===== src/core/intc_map.svh =====
// register offsets, field positions and reset values of the interrupt
// controller; assumes an 8-bit register file address space
`ifndef INTC_MAP_SVH
`define INTC_MAP_SVH

// ==========================================================
// register offsets
`define REQ_STATUS_OFS 8'hdc
`define LEVEL_MASK_OFS 8'hdd
`define SYS_MODE_OFS 8'hde
`define LEVEL_PRIO_OFS 8'hff

// ==========================================================
// system mode control fields
`define SYM_GLOBAL_EN_BIT 0
`define SYM_FAST_EN_BIT 1
`define SYM_FAST_SEL_LSB 2
`define SYM_FAST_SEL_MSB 4

// ==========================================================
// priority config fields
`define PRIO_A_BIT 0
`define PRIO_GRP_LO_BIT 1
`define PRIO_GRP_MID_BIT 4
`define PRIO_C_BIT 5
`define PRIO_SUBC_BIT 6
`define PRIO_GRP_HI_BIT 7

// ==========================================================
// reset values and misc
`define REQ_STATUS_RST 8'h00
`define RDATA_RST 8'h00
`define SW_VEC_STEP 8'h02
`define HW_CLEAR_LEVELS 8'h01

`endif


===== src/core/intc_pkg.sv =====
// types shared by the interrupt controller files
// assumes intc_map.svh for the numeric constants
package intc_pkg;

    // ======================================================
    // interrupt cycle sequence
    typedef enum logic [6:0] {
        SEQ_IDLE = 7'b000_0001,
        SEQ_PUSH_PCL = 7'b000_0010,
        SEQ_PUSH_PCH = 7'b000_0100,
        SEQ_PUSH_FLG = 7'b000_1000,
        SEQ_FETCH_HI = 7'b001_0000,
        SEQ_FETCH_LO = 7'b010_0000,
        SEQ_JUMP = 7'b100_0000
    } seq_state_e;

    // ======================================================
    // register port carrier
    typedef struct packed {
        logic [7:0] addr;
        logic [7:0] wdata;
        logic wr;
        logic rd;
    } reg_port_s;

    // ======================================================
    // cpu control carrier
    typedef struct packed {
        logic instr_end;
        logic enable_interrupts_instr;
        logic disable_interrupts_instr;
        logic interrupt_return_instr;
    } cpu_ctl_s;

endpackage : intc_pkg


===== src/core/level_interrupt_controller.sv =====
// eight-level interrupt controller with mask, group priorities and the
// acknowledge, stack-push and vector-fetch sequence; assumes peripherals
// and cpu core run on clk_sys_i and rom data returns in the same cycle as the read strobe
//
// Function
// reset clears global enable and fast enable bits
// fast level select field is left unreset
// enable instruction sets global enable, disable instruction clears it
// software must enable interrupts after reset before any servicing
// mask bit n at zero blocks level n, one passes it
// mask register unreset; software must initialise all bits
// priority register unreset; software must program it before use
// highest priority level first; lower vector address wins in a level
// groups: A levels 0-1, B levels 2-4, C levels 5-7
// priority bits 7,4,1 order groups; 001 B>C>A, 101 C>B>A
// priority bit 5 orders group C, bit 6 orders levels 6 and 7
// priority bit 0 orders level 0 against level 1
// request status is read only, bit n shows level n request
// reset clears request status
// status records requests while disabled; servicing waits for enable
// hardware cleared source sets hidden pending bit, cleared on acknowledge
// level zero timer overflow uses hardware cleared pending bit
// software cleared sources get cleared by the service routine
// service needs global enable, unmasked, top priority, source enabled
// acknowledge at instruction end, clear enable, save state, vector
// push pc low, pc high, flags; fetch vector high, low; jump
// vector entries sit at even addresses in rom bytes 00 to ff
// interrupt return sets global enable again
// fast select field picks level, fast enable turns it on
// acknowledge clears only the chosen level's hardware pending bit
`timescale 1ns/1ns
`include "intc_map.svh"

module level_interrupt_controller
    import intc_pkg::*;
#(
    parameter logic [7:0] HW_CLEAR_LEVELS = `HW_CLEAR_LEVELS,
    parameter logic [63:0] VEC_TABLE = 64'hf8f0_e8e0_d8d0_c8c0
)
(
    // clock and reset
    input wire logic clk_sys_i,
    input wire logic reset_i,
    // register port
    input wire reg_port_s reg_i,
    output logic [7:0] reg_rdata_o,
    // peripheral sources
    input wire logic [7:0] sw_level_req_i,
    input wire logic [7:0] hw_src_event_i,
    // cpu state and control
    input wire cpu_ctl_s cpu_i,
    input wire logic [15:0] pc_i,
    input wire logic [7:0] flags_i,
    input wire logic [7:0] rom_data_i,
    // cpu request and acknowledge
    output logic cpu_irq_o,
    output logic interrupt_acknowledge_o,
    output logic [2:0] ack_level_o,
    output logic fast_swap_o,
    // stack and vector
    output logic stack_push_o,
    output logic [7:0] push_data_o,
    output logic rom_rd_o,
    output logic [7:0] rom_addr_o,
    output logic jump_o,
    output logic [15:0] jump_addr_o
);

    // ======================================================
    // declarations
    logic global_en_reg;
    logic fast_en_reg;
    logic [2:0] fast_sel_reg;
    logic [7:0] level_mask_reg;
    logic [7:0] prio_reg;
    logic [7:0] hw_pend_reg;
    logic [7:0] req_status;
    logic [7:0] qualified;
    logic win_valid;
    logic [2:0] win_level;
    logic win_hw;
    logic take;
    logic take_fast;
    logic interrupt_return_instr_seen;
    logic [7:0] vec_addr;
    logic [7:0] vec_addr_reg;
    logic [7:0] vec_hi_reg;
    seq_state_e state_reg;
    logic wr_sym;
    logic wr_mask;
    logic wr_prio;

    // ======================================================
    // register decode
    assign wr_sym = reg_i.wr && (reg_i.addr == `SYS_MODE_OFS);
    assign wr_mask = reg_i.wr && (reg_i.addr == `LEVEL_MASK_OFS);
    assign wr_prio = reg_i.wr && (reg_i.addr == `LEVEL_PRIO_OFS);

    // ======================================================
    // hidden pending bits for hardware cleared sources
    genvar n;
    generate
        for (n = 0; n < 8; n++)
        begin : g_pend
            always_ff @(posedge clk_sys_i)
            begin
                // a new event wins over a clear in the same cycle
                if (reset_i)
                    hw_pend_reg[n] <= 1'b0;
                else if (HW_CLEAR_LEVELS[n] && hw_src_event_i[n])
                    hw_pend_reg[n] <= 1'b1;
                else if (take && win_hw && (win_level == 3'(n)))
                    hw_pend_reg[n] <= 1'b0;
            end
        end
    endgenerate

    // ======================================================
    // request status and qualification
    assign req_status = sw_level_req_i | hw_pend_reg;
    assign qualified = req_status & level_mask_reg;

    level_priority_arbiter u_arb (
        .req_i(qualified),
        .prio_i(prio_reg),
        .valid_o(win_valid),
        .level_o(win_level)
    );

    // ======================================================
    // winner, take and vector
    // lower vector address of a level belongs to its hardware cleared source
    assign win_hw = hw_pend_reg[win_level];
    assign take = global_en_reg && win_valid && cpu_i.instr_end
                  && (state_reg == SEQ_IDLE);
    assign take_fast = fast_en_reg && (fast_sel_reg == win_level);
    assign vec_addr = (VEC_TABLE[8 * win_level +: 8] & 8'hfe)
                      + (win_hw ? 8'h00 : `SW_VEC_STEP);
    assign interrupt_return_instr_seen = cpu_i.interrupt_return_instr;

    // ======================================================
    // system mode control
    // take clears, then return, enable, disable, register write
    always_ff @(posedge clk_sys_i)
    begin
        if (reset_i)
        begin
            global_en_reg <= 1'b0;
            fast_en_reg <= 1'b0;
        end
        else
        begin
            if (take)
                global_en_reg <= 1'b0;
            else if (interrupt_return_instr_seen)
                global_en_reg <= 1'b1;
            else if (cpu_i.enable_interrupts_instr)
                global_en_reg <= 1'b1;
            else if (cpu_i.disable_interrupts_instr)
                global_en_reg <= 1'b0;
            else if (wr_sym)
                global_en_reg <= reg_i.wdata[`SYM_GLOBAL_EN_BIT];
            if (wr_sym)
                fast_en_reg <= reg_i.wdata[`SYM_FAST_EN_BIT];
        end
    end

    // ======================================================
    // fast select, mask and priority hold no reset value
    always_ff @(posedge clk_sys_i)
    begin
        if (wr_sym)
            fast_sel_reg <= reg_i.wdata[`SYM_FAST_SEL_MSB:`SYM_FAST_SEL_LSB];
        if (wr_mask)
            level_mask_reg <= reg_i.wdata;
        if (wr_prio)
            prio_reg <= reg_i.wdata;
    end

    // ======================================================
    // register read
    // unmapped addresses read as zero
    always_ff @(posedge clk_sys_i)
    begin
        if (reset_i)
            reg_rdata_o <= `RDATA_RST;
        else if (reg_i.rd)
        begin
            if (reg_i.addr == `REQ_STATUS_OFS)
                reg_rdata_o <= req_status;
            else if (reg_i.addr == `LEVEL_MASK_OFS)
                reg_rdata_o <= level_mask_reg;
            else if (reg_i.addr == `SYS_MODE_OFS)
                reg_rdata_o <= {3'b000, fast_sel_reg, fast_en_reg,
                                global_en_reg};
            else if (reg_i.addr == `LEVEL_PRIO_OFS)
                reg_rdata_o <= prio_reg;
            else
                reg_rdata_o <= `RDATA_RST;
        end
    end

    // ======================================================
    // request line to the cpu
    always_ff @(posedge clk_sys_i)
    begin
        if (reset_i)
            cpu_irq_o <= 1'b0;
        else
            cpu_irq_o <= global_en_reg && win_valid;
    end

    // ======================================================
    // acknowledge and vectoring sequence
    always_ff @(posedge clk_sys_i)
    begin
        if (reset_i)
        begin
            state_reg <= SEQ_IDLE;
            interrupt_acknowledge_o <= 1'b0;
            ack_level_o <= 3'd0;
            fast_swap_o <= 1'b0;
            stack_push_o <= 1'b0;
            push_data_o <= 8'h00;
            rom_rd_o <= 1'b0;
            rom_addr_o <= 8'h00;
            jump_o <= 1'b0;
            jump_addr_o <= 16'h0000;
            vec_addr_reg <= 8'h00;
            vec_hi_reg <= 8'h00;
        end
        else
        begin
            interrupt_acknowledge_o <= 1'b0;
            fast_swap_o <= 1'b0;
            stack_push_o <= 1'b0;
            rom_rd_o <= 1'b0;
            jump_o <= 1'b0;
            // strobes fall back low unless a step raises them
            case (state_reg)
                SEQ_IDLE:
                begin
                    if (take)
                    begin
                        interrupt_acknowledge_o <= 1'b1;
                        ack_level_o <= win_level;
                        vec_addr_reg <= vec_addr;
                        if (take_fast)
                            fast_swap_o <= 1'b1;
                        else
                        begin
                            state_reg <= SEQ_PUSH_PCL;
                            stack_push_o <= 1'b1;
                            push_data_o <= pc_i[7:0];
                        end
                    end
                end
                SEQ_PUSH_PCL:
                begin
                    state_reg <= SEQ_PUSH_PCH;
                    stack_push_o <= 1'b1;
                    push_data_o <= pc_i[15:8];
                end
                SEQ_PUSH_PCH:
                begin
                    state_reg <= SEQ_PUSH_FLG;
                    stack_push_o <= 1'b1;
                    push_data_o <= flags_i;
                end
                SEQ_PUSH_FLG:
                begin
                    state_reg <= SEQ_FETCH_HI;
                    rom_rd_o <= 1'b1;
                    rom_addr_o <= vec_addr_reg;
                end
                SEQ_FETCH_HI:
                begin
                    state_reg <= SEQ_FETCH_LO;
                    rom_rd_o <= 1'b1;
                    rom_addr_o <= vec_addr_reg | 8'h01;
                    vec_hi_reg <= rom_data_i;
                end
                SEQ_FETCH_LO:
                begin
                    state_reg <= SEQ_JUMP;
                    jump_o <= 1'b1;
                    jump_addr_o <= {vec_hi_reg, rom_data_i};
                end
                SEQ_JUMP:
                begin
                    state_reg <= SEQ_IDLE;
                end
                default:
                begin
                    state_reg <= SEQ_IDLE;
                end
            endcase
        end
    end

endmodule : level_interrupt_controller


===== src/core/level_priority_arbiter.sv =====
// combinational level arbiter: picks the winning level among requests
// assumes requests are already masked; the global enable is applied after the arbiter
`timescale 1ns/1ns
`include "intc_map.svh"

module level_priority_arbiter
    import intc_pkg::*;
(
    // requests and priority config
    input wire logic [7:0] req_i,
    input wire logic [7:0] prio_i,
    // winner
    output logic valid_o,
    output logic [2:0] level_o
);

    logic [2:0] win_a;
    logic [2:0] win_b;
    logic [2:0] win_c;
    logic [2:0] win_67;
    logic [2:0] grp_code;
    logic [1:0] order [3];
    logic [2:0] grp_has;
    logic [2:0] grp_win [3];

    // ======================================================
    // winners inside each group
    always_comb
    begin
        if (prio_i[`PRIO_A_BIT])
            win_a = req_i[1] ? 3'd1 : 3'd0;
        else
            win_a = req_i[0] ? 3'd0 : 3'd1;
        if (req_i[2])
            win_b = 3'd2;
        else if (req_i[3])
            win_b = 3'd3;
        else
            win_b = 3'd4;
        if (prio_i[`PRIO_SUBC_BIT])
            win_67 = req_i[7] ? 3'd7 : 3'd6;
        else
            win_67 = req_i[6] ? 3'd6 : 3'd7;
        if (prio_i[`PRIO_C_BIT])
            win_c = (req_i[6] | req_i[7]) ? win_67 : 3'd5;
        else
            win_c = req_i[5] ? 3'd5 : win_67;
    end

    // ======================================================
    // group order, 0 = A, 1 = B, 2 = C
    assign grp_code = {prio_i[`PRIO_GRP_HI_BIT], prio_i[`PRIO_GRP_MID_BIT],
                       prio_i[`PRIO_GRP_LO_BIT]};
    assign grp_has = {|req_i[7:5], |req_i[4:2], |req_i[1:0]};
    assign grp_win[0] = win_a;
    assign grp_win[1] = win_b;
    assign grp_win[2] = win_c;

    always_comb
    begin
        case (grp_code)
            3'b001: order = '{2'd1, 2'd2, 2'd0};
            3'b010: order = '{2'd0, 2'd1, 2'd2};
            3'b011: order = '{2'd1, 2'd0, 2'd2};
            3'b100: order = '{2'd2, 2'd0, 2'd1};
            3'b101: order = '{2'd2, 2'd1, 2'd0};
            3'b110: order = '{2'd0, 2'd2, 2'd1};
            default: order = '{2'd0, 2'd1, 2'd2};
        endcase
    end

    always_comb
    begin
        valid_o = |req_i;
        if (grp_has[order[0]])
            level_o = grp_win[order[0]];
        else if (grp_has[order[1]])
            level_o = grp_win[order[1]];
        else
            level_o = grp_win[order[2]];
    end

endmodule : level_priority_arbiter


===== config.mk =====
export PLATFORM = sky130hd
export DESIGN_NAME = level_interrupt_controller
export DESIGN_NICKNAME = d
export VERILOG_FILES = /design/src/core/intc_pkg.sv /design/src/core/level_interrupt_controller.sv /design/src/core/level_priority_arbiter.sv
export VERILOG_INCLUDE_DIRS = /design/src /design/src/core
export SDC_FILE = /design/constraint.sdc
export NUM_CORES = 1
export LEC_CHECK = 0
export BUFFER_PORTS_ARGS = -buffer_cell sky130_fd_sc_hd__buf_2
export CAP_MARGIN = 20
export CORE_ASPECT_RATIO = 1.4
export CORE_UTILIZATION = 48
export CTS_BUF_LIST = sky130_fd_sc_hd__clkbuf_8
export CTS_CLUSTER_DIAMETER = 100
export DETAILED_ROUTE_END_ITERATION = 10
export HOLD_SLACK_MARGIN = 0.06
export PLACE_DENSITY = 0.78
export SKIP_LAST_GASP = 1
export SYNTH_ARGS = -nofsm -noshare
export SYNTH_HDL_FRONTEND = slang
export SYNTH_SLANG_ARGS = --single-unit

===== constraint.sdc =====
create_clock -name clk_sys_i -period 2.8 [get_ports clk_sys_i]
set_clock_uncertainty 0.2 [all_clocks]
set_input_delay 0.28 -clock clk_sys_i [delete_from_list [all_inputs] [get_ports clk_sys_i]]
set_output_delay 0.28 -clock clk_sys_i [all_outputs]
set_load 0.02 [all_outputs]

==> Flow_metrics.wiki, run 1 <==
{| class="wikitable"
! Metric !! Value
|-
| Setup repair after global routing missed its margin || yes
|-
| Clock input transition at the sequential cells of the worst setup and hold paths || ~90 ps
|-
| Number of cells after detailed placement || 642
|-
| Portion of total power attributed to the clock network || 0.347
|-
| Largest register FFs || 16
|-
| CP max FO || 8
|-
| Max-slew violations || 0
|-
| Required time at the endpoint of the critical path || 2830 ps
|-
| Cell area after placement || between 4000 and 5000 um^2
|-
| Proportion of synthesized flip-flops having asynchronous set or reset || 0
|-
| Setup TNS Final || -682 ps
|-
| Core region area || between 7000 and 8000 um^2
|-
| Mean cell area of the mapped netlist || between 9 and 10 um^2
|-
| Switching power summed over all nets || 0.646 mW
|-
| Cell count after synthesis || 414
|-
| Area share of the largest cell type after synthesis || 0.340
|-
| Sequential standard cell area || 1910 um^2
|-
| Violated checks || setup timing
|-
| Final routed wirelength across all metal layers || 10400 um
|-
| Worst Max-Slew Pin Slew || around 770 ps
|-
| Worst hold path depth || 3
|-
| Rows || 38
|-
| Fraction of layout cells with a size suffix above 1 || 0.355
|-
| Largest net degree at the start of global routing || 39
|-
| Setup slack, reg-to-reg || -100 ps
|-
| Die height || 109 um
|-
| Endpoint of the worst-slack reg-to-reg timing path || push_data_o[5]$_SDFFE_PP0P_
|-
| Number of top-level pins || 121
|-
| Final setup vio count || 8
|-
| Type of element launching the critical path || flop
|-
| Filler cells || 597
|-
| Minimum hold slack || 88.4 ps
|-
| Sequential element share of the synthesized area || 0.484
|-
| Tightest slew margin relative to the limit || 0.488
|-
| Post-DP HPWL || ~7400 um
|-
| Cell variety after synth || 58
|-
| Switching share of total power || 0.258
|-
| Synthesized Nets || roughly 490
|-
| Biggest area contributors in the synthesized netlist || sky130_fd_sc_hd__dfxtp_1 (34%), sky130_fd_sc_hd__edfxtp_1 (14%), sky130_fd_sc_hd__mux2i_1 (6.1%)
|-
| R2R depth || 10
|-
| Non-filler instance count after layout || 688
|-
| Die W || 78.6 um
|-
| Worst Hold Class || primary input to flop
|-
| Number of synthesized register bits || 86
|-
| Total of warnings raised by yosys || 0
|-
| Fmax || 345 MHz
|-
| Wire length per cell || ~15 um
|-
| Outcome || complete, but fails checks
|-
| Initial Utilization || 0.503
|-
| First-pass iteration count of the detailed router || 6
|-
| Count of max-cap constraint violations || 0
|-
| Overall Global Routing Usage || 0.253
|-
| Setup crit end kind || flop
|-
| Synthesized cell area || approximately 4000 um^2
|-
| Post-layout nets || around 660
|-
| Via count || 3730
|-
| Number of diodes added for antenna fixing || 0
|-
| DRC violation count after routing || 0
|-
| Synthesis-to-layout area growth || 35.8%
|-
| Worst-Skew Late Latency || around 370 ps
|-
| First-pass GRT wire length || 16500 um
|-
| Buffer levels on the longest clock path || 2
|-
| Iter 0 DRT Violations || 258
|-
| Post-synthesis cell type with the largest combined area || sky130_fd_sc_hd__dfxtp_1
|-
| IO Port Bufs || 112
|-
| RR Startpoint || prio_reg[7]$_DFFE_PP_
|-
| Period minus WS final || 2900 ps
|-
| Most common cell after layout, fill and taps aside || sky130_fd_sc_hd__buf_2
|-
| Worst VDD drop || 0.420 mV
|-
| Initial antenna violation count || 0
|-
| Setup slack after placement || -159 ps
|-
| Worst setup path category || flop to flop
|-
| Footprint of the multi-input gates || 1950 um^2
|-
| Setup slack after layout || -100 ps
|-
| Internal Dissipation || 1.86 mW
|-
| Antenna-violating nets left || 0
|-
| Routability cong. || 0.884
|-
| Root buffer cell || sky130_fd_sc_hd__clkbuf_8
|-
| Number of hold-slack violations in the final timing report || 0
|-
| Largest register by flop count || jump_addr_o
|-
| Hold path startpoint || pc_i[0]
|-
| Die area || roughly 8600 um^2
|-
| Sequential power share || 0.524
|-
| Final cell area excluding filler cells || 5360 um^2
|-
| Power density over the cells || 467 nW/um^2
|-
| Period utilisation layout || 1.04
|-
| Number of levels the H-tree was split into || 3
|-
| Most frequent cells in the layout || sky130_fd_sc_hd__buf_2 (112), sky130_fd_sc_hd__dfxtp_1 (67), sky130_fd_sc_hd__nand2_1 (52), sky130_fd_sc_hd__nor2_1 (52), sky130_fd_sc_hd__buf_4 (52)
|-
| Clock tree from TritonCTS || done
|-
| Num CTS Buffers || 9
|-
| Via-per-instance ratio || 5.42
|-
| Clk sinks || 86
|-
| Number of global-route vias before repair || 3571
|-
| Endpoint, Worst Hold || push_data_o[0]$_SDFFE_PP0P_
|-
| LEAKAGE || 2.36 nW
|-
| Combinational share of power || 0.129
|-
| Ys flop type || sky130_fd_sc_hd__dfxtp_1
|-
| Signal arrival time at the worst endpoint || 2930 ps
|-
| Total overflow reported by the global router || 0
|-
| Number of enable flip-flop cells after synthesis || 19
|}
-- routing by layer --
metal,up-vias,track usage,share of wire
met5,-,0,0
met4,0,0.135,0.022
met3,15,0.0469,0.048
met2,127,0.458,0.54
met1,1766,0.278,0.39
li1,1822,-,-
-- Yosys cell counts (all sizes together), types with 2 or more instances --
master / number
mux2i: 24
and3: 2
a22o: 9
a21oi: 38
o21ai: 11
a211oi: 7
inv: 2
buf: 10
and2: 7
o31ai: 10
nor3: 7
o22ai: 4
nand2b: 8
a222oi: 2
xor2: 5
a31oi: 2
nand2: 53
nor2: 55
nand3b: 2
dfxtp: 67
and4b: 2
nand4b: 9
edfxtp: 19
o311ai: 5
a221oi: 2
clkbuf: 18
nor2b: 5
nor4b: 3
nand3: 8
a31o: 2
-- how the worst max path moves through the flow --
stage / from / to / cells past startpoint
final: prio_reg[7]$_DFFE_PP_ / push_data_o[5]$_SDFFE_PP0P_ / 10
after global routing: prio_reg[7]$_DFFE_PP_ / push_data_o[2]$_SDFFE_PP0P_ / 11
after CTS: level_mask_reg[5]$_DFFE_PP_ / push_data_o[4]$_SDFFE_PP0P_ / 12
after detailed placement: sw_level_req_i[3] / state_reg[4]$_SDFFE_PP0P_ / 11
after global placement: sw_level_req_i[3] / push_data_o[7]$_SDFFE_PP0P_ / 12
after floorplan: prio_reg[7]$_DFFE_PP_ / push_data_o[0]$_SDFFE_PP0P_ / 11
-- through the flow --
| stage | util | power, mW |
|---|---|---|
| 6_report | 0.683 | 2.50 |
| 5_1_grt | 0.683 | 2.60 |
| 4_1_cts | 0.673 | 2.51 |
| 3_5_place_dp | 0.615 | 1.62 |
| 3_3_place_gp | 0.615 | 1.61 |
| 2_1_floorplan | - | 1.50 |
-- final cells by class --
type | count | area share
multi-input combinational | 298 | 0.363
sequential | 86 | 0.357
timing repair buffer | 186 | 0.219
tap | 100 | 0.0233
clock buffer | 9 | 0.0231
clock inverter | 7 | 0.0135
inverter | 2 | 0.00140
-- cells by family after synthesis --
| logic type | count (synthesis) | synth area share |
|---|---|---|
| buf+inv | 30 | 0.0390 |
| simple gates | 166 | 0.205 |
| xor+xnor | 6 | 0.0152 |
| mux | 24 | 0.0609 |
| compound gates | 101 | 0.195 |
| other cells | 1 | 0.000950 |
| flops | 86 | 0.484 |
-- power by group through the flow --
stage | logic [mW] | registers [mW] | clock network (mW)
floorplan | 0.145 | 1.35 | 0
global placement | 0.274 | 1.34 | 0
detailed placement | 0.282 | 1.34 | 0
CTS | 0.310 | 1.31 | 0.888
global route | 0.351 | 1.31 | 0.935
finish | 0.323 | 1.31 | 0.869
-- worst max-delay path, cell delays in order (launching register included) --
cell	delay [ps]
sky130_fd_sc_hd__edfxtp_1	430
sky130_fd_sc_hd__or3b_4	420
sky130_fd_sc_hd__and2_4	150
sky130_fd_sc_hd__a31o_4	260
sky130_fd_sc_hd__a311o_1	310
sky130_fd_sc_hd__a31oi_4	190
sky130_fd_sc_hd__xor2_2	110
sky130_fd_sc_hd__buf_4	150
sky130_fd_sc_hd__o31ai_4	190
sky130_fd_sc_hd__and2_4	270
sky130_fd_sc_hd__o31ai_2	80
-- what timing repair did --
item | 4_1_cts | 5_1_grt
pin swaps | 9 | 11
hold endpoints to repair | 39 | 1
endpoints found under the setup margin | 12 | 14
hold buffers | 20 | 1
gates resized for setup | 5 | 7
setup buffers | 5 | 4
No activity file was read; power rests on OpenSTA's default activity.
==> run 2, diff against run 1 <==
--- a/config.mk
+++ b/config.mk
@@ -9,11 +9,13 @@
 export BUFFER_PORTS_ARGS = -buffer_cell sky130_fd_sc_hd__buf_2
 export CAP_MARGIN = 20
+export CELL_PAD_IN_SITES_DETAIL_PLACEMENT = 0
+export CELL_PAD_IN_SITES_GLOBAL_PLACEMENT = 1
 export CORE_ASPECT_RATIO = 1.4
-export CORE_UTILIZATION = 48
+export CORE_UTILIZATION = 36
 export CTS_BUF_LIST = sky130_fd_sc_hd__clkbuf_8
 export CTS_CLUSTER_DIAMETER = 100
 export DETAILED_ROUTE_END_ITERATION = 10
 export HOLD_SLACK_MARGIN = 0.06
-export PLACE_DENSITY = 0.78
+export PLACE_DENSITY_LB_ADDON = 0.1
 export SKIP_LAST_GASP = 1
 export SYNTH_ARGS = -nofsm -noshare
==> constraint.sdc (replaced) <==
create_clock -name clk_sys_i -period 2.8 [get_ports clk_sys_i]
set_clock_uncertainty 0.2 [all_clocks]
set_input_delay 0 -clock clk_sys_i [delete_from_list [all_inputs] [get_ports clk_sys_i]]
set_output_delay 0 -clock clk_sys_i [all_outputs]
set_load 0.02 [all_outputs]
==> run 2 against run 1 <==
Compared with the run above:
- the flow now finishes without violations
- clock power grew 3.9%
- largest cell class unchanged
- maximum frequency grew 4.2%
- non-clock buffer count is 25 higher
- largest power group unchanged
- total power grew 2.0%
- sequential power barely moved
- cell area up 6.1%
- register-to-register slack better by 120 ps
- die area increased by 33%
- worst hold slack improved by 6.4 ps
- critical path depth down 1
- first-iteration DRC count down 41%
- flip-flop and latch count unchanged
==> Flow_metrics.wiki, run 2 (same netlist as run 1, synthesis figures left out) <==
{| class="wikitable"
! Metric !! Value
|-
| Sequential standard cell area || 1910 um^2 (unchanged)
|-
| Crit. Startpoint || prio_reg[7]$_DFFE_PP_
|-
| Post-layout nets || 680 (+3.8%)
|-
| Iter 0 DRT Violations || 153 (-41%)
|-
| Worst setup path category || flop to flop
|-
| Antenna-violating nets left || 0 (unchanged)
|-
| Setup repair after global routing missed its margin || yes
|-
| End of the critical path || push_data_o[6]$_SDFFE_PP0P_
|-
| First-pass iteration count of the detailed router || 4 (-2)
|-
| Most Crowded Layer GR || met2
|-
| Footprint of the multi-input gates || 1950 um^2 (+0.13%)
|-
| Number of levels the H-tree was split into || 3 (unchanged)
|-
| Die area || 11400 um^2 (+33%)
|-
| Die height || 126 um (+15%)
|-
| Setup slack, reg-to-reg || 20 ps (+120 ps)
|-
| Worst-Skew Late Latency || 360 ps (about the same)
|-
| Post-DP HPWL || 8150 um (+9.4%)
|-
| Most common cell after layout, fill and taps aside || sky130_fd_sc_hd__buf_2
|-
| Wire length per cell || 15.0 um (-0.99%)
|-
| Period minus WS final || 2780 ps (-116 ps)
|-
| Initial antenna violation count || 0 (unchanged)
|-
| Routability cong. || 0.882 (-0.26%)
|-
| Tightest slew margin relative to the limit || 0.359 (-0.129)
|-
| Setup slack after layout || 15.8 ps (+116 ps)
|-
| Largest register by flop count || jump_addr_o
|-
| DRC violation count after routing || 0 (unchanged)
|-
| Number of hold-slack violations in the final timing report || 0 (unchanged)
|-
| Number of global-route vias before repair || 3898 (+9.2%)
|-
| Clock input transition at the sequential cells of the worst setup and hold paths || 90 ps (about the same)
|-
| Global-route met2 utilization || 0.389 (-0.0689)
|-
| Final routed wirelength across all metal layers || 11200 um (+8.1%)
|-
| M3 GR Usage || 0.0350 (-0.0118)
|-
| LEAKAGE || 2.48 nW (+5.1%)
|-
| Worst VDD drop || 0.312 mV (-26%)
|-
| Root buffer cell || sky130_fd_sc_hd__clkbuf_8
|-
| RR Startpoint || prio_reg[7]$_DFFE_PP_
|-
| Filler cells || 990 (+66%)
|-
| Final setup vio count || 0 (-8)
|-
| Initial Utilization || 0.375 (-0.128)
|-
| Fmax || 359 MHz (+4.2%)
|-
| Outcome || finished, final reports clean
|-
| First-pass GRT wire length || 18400 um (+11%)
|-
| Worst Max-Slew Pin Slew || 961 ps (+193 ps)
|-
| Largest register FFs || 16 (unchanged)
|-
| Required time at the endpoint of the critical path || 2820 ps (about the same)
|-
| Max-slew violations || 0 (unchanged)
|-
| IO Port Bufs || 112 (unchanged)
|-
| Clk sinks || 86 (unchanged)
|-
| Total overflow reported by the global router || 0 (unchanged)
|-
| Most frequent cells in the layout || sky130_fd_sc_hd__buf_2 (112), sky130_fd_sc_hd__dfxtp_1 (67), sky130_fd_sc_hd__dlygate4sd3_1 (55)
|-
| Fraction of layout cells with a size suffix above 1 || 0.328 (-0.0275)
|-
| Type of element launching the critical path || flop
|-
| R2R depth || 9 (-1)
|-
| Largest net degree at the start of global routing || 46 (+18%)
|-
| Via-per-instance ratio || 5.00 (-7.7%)
|-
| CP max FO || 8 (unchanged)
|-
| Worst Hold Class || primary input to flop
|-
| Number of cells after detailed placement || 671 (+4.5%)
|-
| Clock tree from TritonCTS || done
|-
| Met1 demand-to-capacity share in global routing || 0.215 (-0.0627)
|-
| Synthesis-to-layout area growth || 44.2%
|-
| Overall Global Routing Usage || 0.205 (-0.0480)
|-
| Count of max-cap constraint violations || 0 (unchanged)
|-
| Period utilisation layout || 0.994 (-0.0415)
|-
| Non-filler instance count after layout || 751 (+9.2%)
|-
| Endpoint of the worst-slack reg-to-reg timing path || push_data_o[6]$_SDFFE_PP0P_
|-
| Via count || 3758 (+0.75%)
|-
| Setup slack after placement || -82.7 ps (+75.9 ps)
|-
| Setup crit end kind || flop
|-
| Core region area || 10500 um^2 (+34%)
|-
| Buffer levels on the longest clock path || 2 (unchanged)
|-
| Die W || 90.5 um (+15%)
|-
| Power density over the cells || 448 nW/um^2 (-3.9%)
|-
| Num CTS Buffers || 9 (unchanged)
|-
| Hold path startpoint || reg_i[15]
|-
| Number of diodes added for antenna fixing || 0 (unchanged)
|-
| Signal arrival time at the worst endpoint || 2810 ps (-120 ps)
|-
| Number of top-level pins || 121 (unchanged)
|-
| Rows || 44 (+16%)
|}
==> run 2: timing repair <==
item                                    CTS  global route
hold buffers                             55             0
gates resized for setup                   5             8
endpoints found under the setup margin   12            14
setup buffers                             5             4
endpoints found under the hold margin    78             0
pin swaps                                 7             3
==> run 2: area by class of cell <==
| class | count | area share |
|---|---|---|
| flip-flops and latches | 86 | 0.336 |
| clock buffers | 9 | 0.0218 |
| clock inverters | 7 | 0.0139 |
| inverters | 2 | 0.00132 |
| repair buffers | 211 | 0.254 |
| well taps | 138 | 0.0303 |
| multi-input cells | 298 | 0.343 |
==> run 2: worst min path at each step <==
stage	end	slack, ps	cells after the start
floorplan	fast_sel_reg[0]$_DFFE_PP_	-100	0
global placement	prio_reg[6]$_DFFE_PP_	-10	1
detailed placement	prio_reg[6]$_DFFE_PP_	-8	1
CTS	reg_rdata_o[3]$_SDFFE_PP0P_	80	6
global route	reg_rdata_o[3]$_SDFFE_PP0P_	140	6
finish	reg_rdata_o[3]$_SDFFE_PP0P_	90	6
==> run 2: where the power goes <==
| group | internal (mW) | total [mW] | switching [mW] | leakage (nW) |
|---|---|---|---|---|
| Clock | 0.425 | 0.903 | 0.478 | 0.105 |
| Combinational | 0.167 | 0.339 | 0.172 | 1.66 |
| Sequential | 1.29 | 1.31 | 0.0175 | 0.714 |
| Total | 1.88 | 2.55 | 0.667 | 2.48 |
==> run 2: routing by layer <==
| layer | wire length, um | share of wire | vias up |
|---|---|---|---|
| met5 | 0 | 0 | - |
| met4 | 400 | 0.036 | 0 |
| met3 | 353 | 0.031 | 23 |
| met2 | 6130 | 0.55 | 95 |
| met1 | 4350 | 0.39 | 1761 |
| li1 | - | - | 1879 |
==> run 2: stage by stage <==
stage | TNS [ps] | area (um^2) | hold WS, ps | total power [mW] | util
after CTS | 0 | 5620 | 84.4 | 2.57 | 0.535
after floorplan | -984 | 3960 | -101 | 1.50 | -
after global routing | -1320 | 5690 | 135 | 2.67 | 0.541
after detailed placement | -586 | 4810 | -7.66 | 1.61 | 0.457
after global placement | -2.24 | 4810 | -9.68 | 1.61 | 0.457
final | 0 | 5690 | 94.8 | 2.55 | 0.541
==> run 2: worst max-delay path, stage by stage (launching register included) <==
cell and delay, ps:
sky130_fd_sc_hd__edfxtp_1 440, sky130_fd_sc_hd__or3b_4 400, sky130_fd_sc_hd__and2_4 140, sky130_fd_sc_hd__a31o_4 230
sky130_fd_sc_hd__a221oi_4 280, sky130_fd_sc_hd__xor2_1 190, sky130_fd_sc_hd__nand2_2 110, sky130_fd_sc_hd__o31ai_4 280
sky130_fd_sc_hd__and2_4 290, sky130_fd_sc_hd__o31ai_4 80
